$ cat src/caf_cfg.svh
// Notes on behaviour
// - filter bits 15..5 hold the 11-bit standard id compared with received id.
// - a standard id filter bit of one needs the received bit one.
// - a standard id filter bit of zero needs the received bit zero.
// - type enable set and frame select one: accept extended frames only.
// - type enable set and frame select zero: accept standard frames only.
// - type enable clear: frame select ignored, both frame types may match.
// - bits 1..0 hold extended id bits 17..16; on extended frames one needs received one.
// - register bits 4 and 2 ignore writes and read as zero.
`ifndef CAF_CFG_SVH
`define CAF_CFG_SVH

// ****************************************
// register map
// ****************************************
`define CAF_ADDR_FILT     12'h000
`define CAF_ADDR_CTRL     12'h004
`define CAF_ADDR_STAT     12'h008

// ****************************************
// field layout
// ****************************************
`define CAF_STD_ID_HI     15
`define CAF_STD_ID_LO     5
`define CAF_FSEL_BIT      3
`define CAF_EXT_ID_HI     1
`define CAF_EXT_ID_LO     0
`define CAF_FILT_WMASK    16'hFFEB
`define CAF_CTRL_TYPE_EN_BIT 0
`define CAF_STAT_HIT_BIT  0
`define CAF_STAT_CNT_LO   8
`define CAF_STAT_CNT_HI   15

// ****************************************
// reset values and other constants
// ****************************************
`define CAF_ZERO_WORD     32'h0000_0000
`define CAF_CNT_RST       8'h00
`define CAF_CNT_ONE       8'h01
`define CAF_EXT_ID_PAD    9'h000

`endif

$ cat src/caf_pkg.sv
package caf_pkg;

  typedef logic [10:0] caf_std_id_t;
  typedef logic [1:0]  caf_ext_id_t;
  typedef logic [15:0] caf_reg_t;

  // exact compare of one identifier field, narrower fields zero padded
  function automatic logic caf_field_eq(input caf_std_id_t filt,
                                        input caf_std_id_t rx);
    return (filt == rx);
  endfunction : caf_field_eq

endpackage : caf_pkg

$ cat src/caf_cmp_if.sv
`timescale 1ns/10ps
`default_nettype none
interface caf_cmp_if;
  import caf_pkg::*;

  caf_std_id_t filt_std_id;
  caf_ext_id_t filt_ext_id;
  logic        frame_sel;
  logic        type_en;
  logic        rx_valid;
  logic        rx_ext;
  caf_std_id_t rx_std_id;
  caf_ext_id_t rx_ext_id;
  logic        hit;
  logic        valid;

  modport ctl (output filt_std_id, filt_ext_id, frame_sel, type_en,
               output rx_valid, rx_ext, rx_std_id, rx_ext_id,
               input  hit, valid);
  modport cmp (input  filt_std_id, filt_ext_id, frame_sel, type_en,
               input  rx_valid, rx_ext, rx_std_id, rx_ext_id,
               output hit, valid);
endinterface : caf_cmp_if
`default_nettype wire

$ cat src/caf_cmp.sv
`timescale 1ns/10ps
`default_nettype none
`include "caf_cfg.svh"
module caf_cmp
  import caf_pkg::*;
(
  // clock and reset
  input  wire logic clk,
  input  wire logic resetn,
  // compare channel
  caf_cmp_if.cmp    cb
);

  logic     std_ok;
  logic     ext_ok;
  logic     type_ok;
  logic     hit_ff;
  logic     valid_ff;

  // ****************************************
  // identifier compare
  // ****************************************
  // every filter bit must equal its received bit, ones and zeros alike
  assign std_ok = caf_field_eq(cb.filt_std_id,
                               cb.rx_std_id);
  // standard frames carry no extended bits, so those only count when extended
  assign ext_ok = !cb.rx_ext ||
                  caf_field_eq({`CAF_EXT_ID_PAD, cb.filt_ext_id},
                               {`CAF_EXT_ID_PAD, cb.rx_ext_id});
  // frame type only checked while the type enable is set
  assign type_ok = !cb.type_en ||
                   (cb.frame_sel == cb.rx_ext);

  always_ff @(posedge clk or negedge resetn)
  begin
    if (!resetn)
      valid_ff <= 1'b0;
    else
      valid_ff <= cb.rx_valid;
  end

  always_ff @(posedge clk or negedge resetn)
  begin
    if (!resetn)
      hit_ff <= 1'b0;
    else if (cb.rx_valid)
      hit_ff <= std_ok && ext_ok && type_ok;
  end

  assign cb.hit   = hit_ff;
  assign cb.valid = valid_ff;

  // ****************************************
  // checks
  // ****************************************
  property p_full_match;
    @(posedge clk) disable iff (!resetn)
    cb.rx_valid && (cb.filt_std_id == cb.rx_std_id) &&
    (!cb.rx_ext || (cb.filt_ext_id == cb.rx_ext_id)) &&
    (!cb.type_en || (cb.frame_sel == cb.rx_ext))
    |=> cb.valid && cb.hit;
  endproperty
  a_full_match: assert property (p_full_match)
    else $error("matching id was not accepted");

  property p_std_one;
    @(posedge clk) disable iff (!resetn)
    cb.rx_valid && |(cb.filt_std_id & ~cb.rx_std_id) |=> !cb.hit;
  endproperty
  a_std_one: assert property (p_std_one)
    else $error("filter one against received zero matched");

  property p_std_zero;
    @(posedge clk) disable iff (!resetn)
    cb.rx_valid && |(~cb.filt_std_id & cb.rx_std_id) |=> !cb.hit;
  endproperty
  a_std_zero: assert property (p_std_zero)
    else $error("filter zero against received one matched");

  property p_ext_only;
    @(posedge clk) disable iff (!resetn)
    cb.rx_valid && cb.type_en && cb.frame_sel && !cb.rx_ext |=> !cb.hit;
  endproperty
  a_ext_only: assert property (p_ext_only)
    else $error("standard frame passed an extended-only filter");

  property p_std_only;
    @(posedge clk) disable iff (!resetn)
    cb.rx_valid && cb.type_en && !cb.frame_sel && cb.rx_ext |=> !cb.hit;
  endproperty
  a_std_only: assert property (p_std_only)
    else $error("extended frame passed a standard-only filter");

  property p_type_ignored;
    @(posedge clk) disable iff (!resetn)
    cb.rx_valid && !cb.type_en && (cb.filt_std_id == cb.rx_std_id) &&
    (!cb.rx_ext || (cb.filt_ext_id == cb.rx_ext_id)) ##1 cb.valid
    |-> cb.hit;
  endproperty
  a_type_ignored: assert property (p_type_ignored)
    else $error("frame select was not ignored");

  property p_ext_one;
    @(posedge clk) disable iff (!resetn)
    cb.rx_valid && cb.rx_ext && |(cb.filt_ext_id & ~cb.rx_ext_id)
    |=> !cb.hit;
  endproperty
  a_ext_one: assert property (p_ext_one)
    else $error("extended filter one against received zero matched");

  property p_ext_zero;
    @(posedge clk) disable iff (!resetn)
    cb.rx_valid && cb.rx_ext && |(~cb.filt_ext_id & cb.rx_ext_id)
    |=> !cb.hit;
  endproperty
  a_ext_zero: assert property (p_ext_zero)
    else $error("extended filter zero against received one matched");

endmodule : caf_cmp
`default_nettype wire

$ cat src/caf_top.sv
// The implementer's own choices: the register addresses and the APB slave port.
`timescale 1ns/10ps
`default_nettype none
`include "caf_cfg.svh"
module caf_top
  import caf_pkg::*;
(
  // clock and reset
  input  wire logic        clk,
  input  wire logic        resetn,
  // apb slave
  input  wire logic [11:0] paddr,
  input  wire logic        psel,
  input  wire logic        penable,
  input  wire logic        pwrite,
  input  wire logic [31:0] pwdata,
  input  wire logic [3:0]  pstrb,
  output logic      [31:0] prdata,
  output logic             pready,
  output logic             pslverr,
  // received message identifier
  input  wire logic        rx_valid,
  input  wire logic        rx_ext,
  input  wire logic [10:0] rx_std_id,
  input  wire logic [1:0]  rx_ext_id_hi,
  // acceptance result
  output logic             accept_valid,
  output logic             accept_hit
);

  caf_cmp_if   cmp_bus ();

  caf_reg_t    filt_ff;
  logic        type_en_ff;
  logic [7:0]  hit_cnt_ff;
  logic [31:0] prdata_ff;
  logic        pready_ff;
  logic        pslverr_ff;
  logic        setup;
  logic        wr_done;
  logic        addr_ok;
  caf_reg_t    nxt_filt;
  logic [31:0] rd_word;

  // ****************************************
  // apb handshake
  // ****************************************
  // one wait-free access cycle; pready is registered so the answer comes
  // from a flop, at the cost of answering only in the first access cycle
  assign setup   = psel && !penable;
  assign wr_done = psel && penable && pready_ff && pwrite;
  assign addr_ok = (paddr == `CAF_ADDR_FILT) ||
                   (paddr == `CAF_ADDR_CTRL) ||
                   (paddr == `CAF_ADDR_STAT);

  always_ff @(posedge clk or negedge resetn)
  begin
    if (!resetn)
      pready_ff <= 1'b0;
    else
      pready_ff <= setup;
  end

  always_ff @(posedge clk or negedge resetn)
  begin
    if (!resetn)
      pslverr_ff <= 1'b0;
    else
      pslverr_ff <= setup && !addr_ok;
  end

  // ****************************************
  // filter identifier register
  // ****************************************
  always_comb
  begin
    nxt_filt = filt_ff;
    if (pstrb[0])
      nxt_filt[7:0] = pwdata[7:0];
    if (pstrb[1])
      nxt_filt[15:8] = pwdata[15:8];
    nxt_filt = nxt_filt & `CAF_FILT_WMASK;
  end

  // contents are undefined until software writes them, so no reset here
  always_ff @(posedge clk)
  begin
    if (wr_done && (paddr == `CAF_ADDR_FILT))
      filt_ff <= nxt_filt;
  end

  // ****************************************
  // control register
  // ****************************************
  always_ff @(posedge clk or negedge resetn)
  begin
    if (!resetn)
      type_en_ff <= 1'b0;
    else if (wr_done && (paddr == `CAF_ADDR_CTRL) && pstrb[0])
      type_en_ff <= pwdata[`CAF_CTRL_TYPE_EN_BIT];
  end

  // ****************************************
  // status: accepted message count
  // ****************************************
  // the count wraps; software samples it before and after a burst
  always_ff @(posedge clk or negedge resetn)
  begin
    if (!resetn)
      hit_cnt_ff <= `CAF_CNT_RST;
    else if (cmp_bus.valid && cmp_bus.hit)
      hit_cnt_ff <= hit_cnt_ff + `CAF_CNT_ONE;
  end

  // ****************************************
  // read mux
  // ****************************************
  always_comb
  begin
    rd_word = `CAF_ZERO_WORD;
    case (paddr)
      `CAF_ADDR_FILT:
        rd_word[15:0] = filt_ff & `CAF_FILT_WMASK;
      `CAF_ADDR_CTRL:
        rd_word[`CAF_CTRL_TYPE_EN_BIT] = type_en_ff;
      `CAF_ADDR_STAT:
      begin
        rd_word[`CAF_STAT_HIT_BIT] = cmp_bus.hit;
        rd_word[`CAF_STAT_CNT_HI:`CAF_STAT_CNT_LO] = hit_cnt_ff;
      end
      default:
        rd_word = `CAF_ZERO_WORD;
    endcase
  end

  always_ff @(posedge clk or negedge resetn)
  begin
    if (!resetn)
      prdata_ff <= `CAF_ZERO_WORD;
    else if (setup && !pwrite)
      prdata_ff <= rd_word;
  end

  assign prdata  = prdata_ff;
  assign pready  = pready_ff;
  assign pslverr = pslverr_ff;

  // ****************************************
  // compare engine
  // ****************************************
  assign cmp_bus.filt_std_id = filt_ff[`CAF_STD_ID_HI:`CAF_STD_ID_LO];
  assign cmp_bus.filt_ext_id = filt_ff[`CAF_EXT_ID_HI:`CAF_EXT_ID_LO];
  assign cmp_bus.frame_sel   = filt_ff[`CAF_FSEL_BIT];
  assign cmp_bus.type_en     = type_en_ff;
  assign cmp_bus.rx_valid    = rx_valid;
  assign cmp_bus.rx_ext      = rx_ext;
  assign cmp_bus.rx_std_id   = rx_std_id;
  assign cmp_bus.rx_ext_id   = rx_ext_id_hi;

  caf_cmp u_cmp (
    .clk    (clk),
    .resetn (resetn),
    .cb     (cmp_bus)
  );

  assign accept_valid = cmp_bus.valid;
  assign accept_hit   = cmp_bus.hit;

  // ****************************************
  // checks
  // ****************************************
  property p_unimpl_zero;
    @(posedge clk) disable iff (!resetn)
    setup && !pwrite && (paddr == `CAF_ADDR_FILT)
    |=> pready && !prdata[4] && !prdata[2];
  endproperty
  a_unimpl_zero: assert property (p_unimpl_zero)
    else $error("unimplemented filter bit read as one");

  property p_filt_write;
    logic [15:0] d;
    @(posedge clk) disable iff (!resetn)
    (wr_done && (paddr == `CAF_ADDR_FILT) && (&pstrb[1:0]), d = pwdata[15:0])
    |=> (filt_ff == (d & `CAF_FILT_WMASK));
  endproperty
  a_filt_write: assert property (p_filt_write)
    else $error("filter write not stored as masked data");

  property p_one_wait;
    @(posedge clk) disable iff (!resetn)
    setup |=> pready ##1 !pready;
  endproperty
  a_one_wait: assert property (p_one_wait)
    else $error("apb answer not one cycle after setup");

endmodule : caf_top
`default_nettype wire

$ cat config.mk
export PLATFORM = sky130hd
export DESIGN_NAME = caf_top
export DESIGN_NICKNAME = d
export VERILOG_FILES = /design/src/caf_pkg.sv /design/src/caf_cmp_if.sv /design/src/caf_cmp.sv /design/src/caf_top.sv
export VERILOG_INCLUDE_DIRS = /design/src
export SDC_FILE = /design/constraint.sdc
export NUM_CORES = 1
export LEC_CHECK = 0
export BUFFER_PORTS_ARGS = -buffer_cell sky130_fd_sc_hd__buf_2
export CAP_MARGIN = 25
export CORE_MARGIN = 2
export CORE_UTILIZATION = 40
export DETAILED_ROUTE_END_ITERATION = 12
export GPL_TIMING_DRIVEN = 0
export PLACE_DENSITY = 0.75
export RECOVER_POWER = 50
export SLEW_MARGIN = 40
export SYNTH_ARGS = -nofsm -noshare
export SYNTH_HDL_FRONTEND = slang
export SYNTH_SLANG_ARGS = --single-unit
$ cat constraint.sdc
create_clock -name clk -period 1.8 [get_ports clk]
set_clock_uncertainty 0.15 [all_clocks]
set_input_delay 0.09 -clock clk [delete_from_list [all_inputs] [get_ports clk]]
set_output_delay 0.09 -clock clk [all_outputs]
set_load 0.03 [all_outputs]
==> out/metrics.csv <==
metric;value;unit
fin cells;331;
width of the chip;73.88;um
layout cells sized above 1;0.3712;
worst slew pin tran;776.3;ps
DRT iter0 DRCs;22;
initial antenna violation count;0;
gr usage total;0.1518;
post-synthesis sequential area ratio;0.5612;
CP max stage delay;470;ps
I/O Buffers;64;
most common cell after layout, fill and taps aside;buf_2;
Root Buffer;clkbuf_8;
post-route antenna net violation count;0;
Detailed Routing Iterations Pass 1;4;
Area growth, synth to finish;39.33;%
endpoints failing setup;0;
Max H-tree Level;2;
worst skew pair latency;290;ps
Buf+Inv Stages, Crit Path;0;
Power per Cell Area;712.0;mW/mm2
Slew Limit Fails;0;
first-pass GRT wire length;5927;um
Clock Tree Buf Depth;2;
CTS tree;done;
Initial Util;0.4135;
Post-Synthesis Cells;158;
clock transition at the registers of the reported paths;80;ps
Data arrival, critical path;1440;ps
Die Area;0.005458;mm2
clock sinks;41;
commonest non-fill, non-tap cells in the layout;buf_2 (55), dfrtp_1 (27), buf_4 (18), conb_1 (18), dlygate4sd3_1 (17);
Req. time, crit path;1580;ps
Crit path max-delay family;simple AND/OR/NAND/NOR gates;
VDD IR-drop max;0.0005962;V
CP startpoint kind;flip-flop;
crit-path cells;and4_1 -> nand2_1 -> nor4_4;
FP Rows;25;
Final Net Count;332;
CP Capture Type;flip-flop;
Die Height;73.88;um
grt ovf;0;
drt drc;0;
total number of vias;1446;
Synth Cell Area;0.001953;mm2
Hold Slack;24.07;ps
Routed WL;3838;um
routability congestion estimate;0.7906;
vias in the first global route;1312;
core area;0.004723;mm2
minimum clock period;1660;ps
syn avg cell area;12.36;um2
outcome;completed;
Yosys reg bits;41;
largest net degree at the start of global routing;28;
Max-slew headroom;0.4825;
FMAX;0.6025;GHz
cts bufs inserted;5;
max cap viols;0;
type of the tightest min-delay check;input pin to flip-flop;
maximum net fanout on the critical path;8;
Worst R2R Setup Slack;140;ps
critical path class;flip-flop to flip-flop;
dpl hpwl;2931;um
post-synthesis cell type count;33;
routed len/inst;11.60;um
Yosys warnings;0;
final hold viol count;0;
post-CTS setup buffer count;0;
vias per std cell;4.369;
Ant. Diodes;0;
critical path's slowest cell;nor4_4;
leakage power;1.305;nW
Ports;104;
RSZ-0062 raised after global routing;false;
number of fill cells;430;
Cells after DPL;306;
Final period util;0.9220;
repair_timing:
item / 4_1_cts / 5_1_grt
hold buffers: 17 / 0
setup endpoints to repair: 0 / 6
gates resized for setup: 0 / 1
endpoints found under the hold margin: 46 / 0
sequential cells by signal, summed over array words and instances (netlist names):
signal and count:
u_cmp.cb.valid 1, prdata 14, hit_cnt_ff 8, pready 1
u_cmp.cb.hit 1, cmp_bus.type_en 1, pslverr 1, filt_ff 14
kinds of logic (layout without fill, tap and decap cells):
| kind of cell | Yosys count | in the layout | share of synthesized area |
|---|---|---|---|
| buffers and inverters | 25 | 114 | 0.08648 |
| adder cells (fa/ha/maj) | 1 | 1 | 0.006405 |
| XOR/XNOR | 21 | 21 | 0.09417 |
| flip-flops | 41 | 41 | 0.5612 |
| AO/OA/AOI/OAI | 18 | 18 | 0.07367 |
| multiplexers | 11 | 11 | 0.05766 |
| other | 1 | 18 | 0.001920 |
| AND/OR/NAND/NOR | 40 | 40 | 0.1185 |
metal layers:
metal	track usage	part of all wire	vias to the layer above	routed length, um
met4	0.07475	0.024	0	91
met5	0	0	-	0
met3	0.05075	0.080	6	307
met1	0.1801	0.42	645	1602
met2	0.2460	0.48	69	1837
li1	-	-	726	-
final timing paths:
path,from,endpoint,cells after the start
hold reg to reg,hit_cnt_ff[7],hit_cnt_ff[7],1
setup / recovery,pready,filt_ff[8],3
min in group asynchronous,resetn,prdata[1],2
hold / removal,rx_ext,u_cmp.cb.hit,4
setup reg to reg,pready,filt_ff[8],3
max in group asynchronous,resetn,hit_cnt_ff[0],2
area by class of cell:
type | count | area [um2] | share of cell area
Clock buffer | 5 | 68.82 | 0.02529
Tap cell | 67 | 83.83 | 0.03080
Buffer | 23 | 161.4 | 0.05931
Multi-Input combinational cell | 109 | 782.0 | 0.2874
Inverter | 2 | 7.507 | 0.002759
Sequential cell | 41 | 1096 | 0.4028
Timing Repair Buffer | 81 | 480.5 | 0.1766
Clock inverter | 3 | 41.29 | 0.01517
synthesized netlist by cell type:
| cell type | number | share of area |
|---|---|---|
| a21oi_1 | 1 | 0.0026 |
| a22o_1 | 5 | 0.022 |
| a31oi_1 | 1 | 0.0032 |
| and2_0 | 1 | 0.0032 |
| and3_1 | 2 | 0.0064 |
| and4_1 | 2 | 0.0090 |
| buf_4 | 18 | 0.069 |
| buf_6 | 1 | 0.0058 |
| clkbuf_1 | 4 | 0.0077 |
| conb_1 | 1 | 0.0019 |
| dfrtp_1 | 27 | 0.35 |
| edfxtp_1 | 14 | 0.22 |
| ha_1 | 1 | 0.0064 |
| inv_1 | 2 | 0.0038 |
| mux2_2 | 2 | 0.012 |
| mux2i_1 | 9 | 0.046 |
| nand2_1 | 15 | 0.029 |
| nand2b_1 | 1 | 0.0032 |
| nand3_1 | 4 | 0.010 |
| nand3_2 | 1 | 0.0051 |
| nor2_1 | 2 | 0.0038 |
| nor2b_1 | 2 | 0.0064 |
| nor3_1 | 1 | 0.0026 |
| nor4_1 | 4 | 0.013 |
| nor4_2 | 3 | 0.019 |
| nor4b_1 | 1 | 0.0045 |
| o21ai_0 | 1 | 0.0026 |
| o21ai_2 | 8 | 0.036 |
| o22ai_1 | 1 | 0.0032 |
| o31ai_1 | 1 | 0.0038 |
| or3_1 | 1 | 0.0032 |
| xnor2_1 | 5 | 0.022 |
| xor2_1 | 16 | 0.072 |
tightest hold or removal path: cells and delay by family:
family	cells	cell delay, ps
buffers and inverters	1	90
AND/OR/NAND/NOR	1	80
AO/OA/AOI/OAI	2	170
power by group:
part	total [mW]	internal (mW)	switching [mW]	leakage [nW]
Sequential	0.979	0.972	0.00630	0.497
Combinational	0.238	0.110	0.129	0.756
Clock	0.720	0.408	0.313	0.0518
Total	1.94	1.49	0.448	1.30
metrics by stage:
stage / setup WS, ps / instance area (um2) / utilization / power [mW] / TNS [ps]
after floorplan: 72.87 / 2038 / - / 1.127 / 0
after global placement: -134.3 / 2442 / 0.5171 / 1.206 / -1383
after detailed placement: -176.3 / 2442 / 0.5171 / 1.208 / -1859
after CTS: 46.86 / 2723 / 0.5764 / 1.952 / 0
after global routing: 21.38 / 2721 / 0.5762 / 2.023 / 0
final: 140.3 / 2721 / 0.5762 / 1.937 / 0
(Power assumes the default switching activity.)
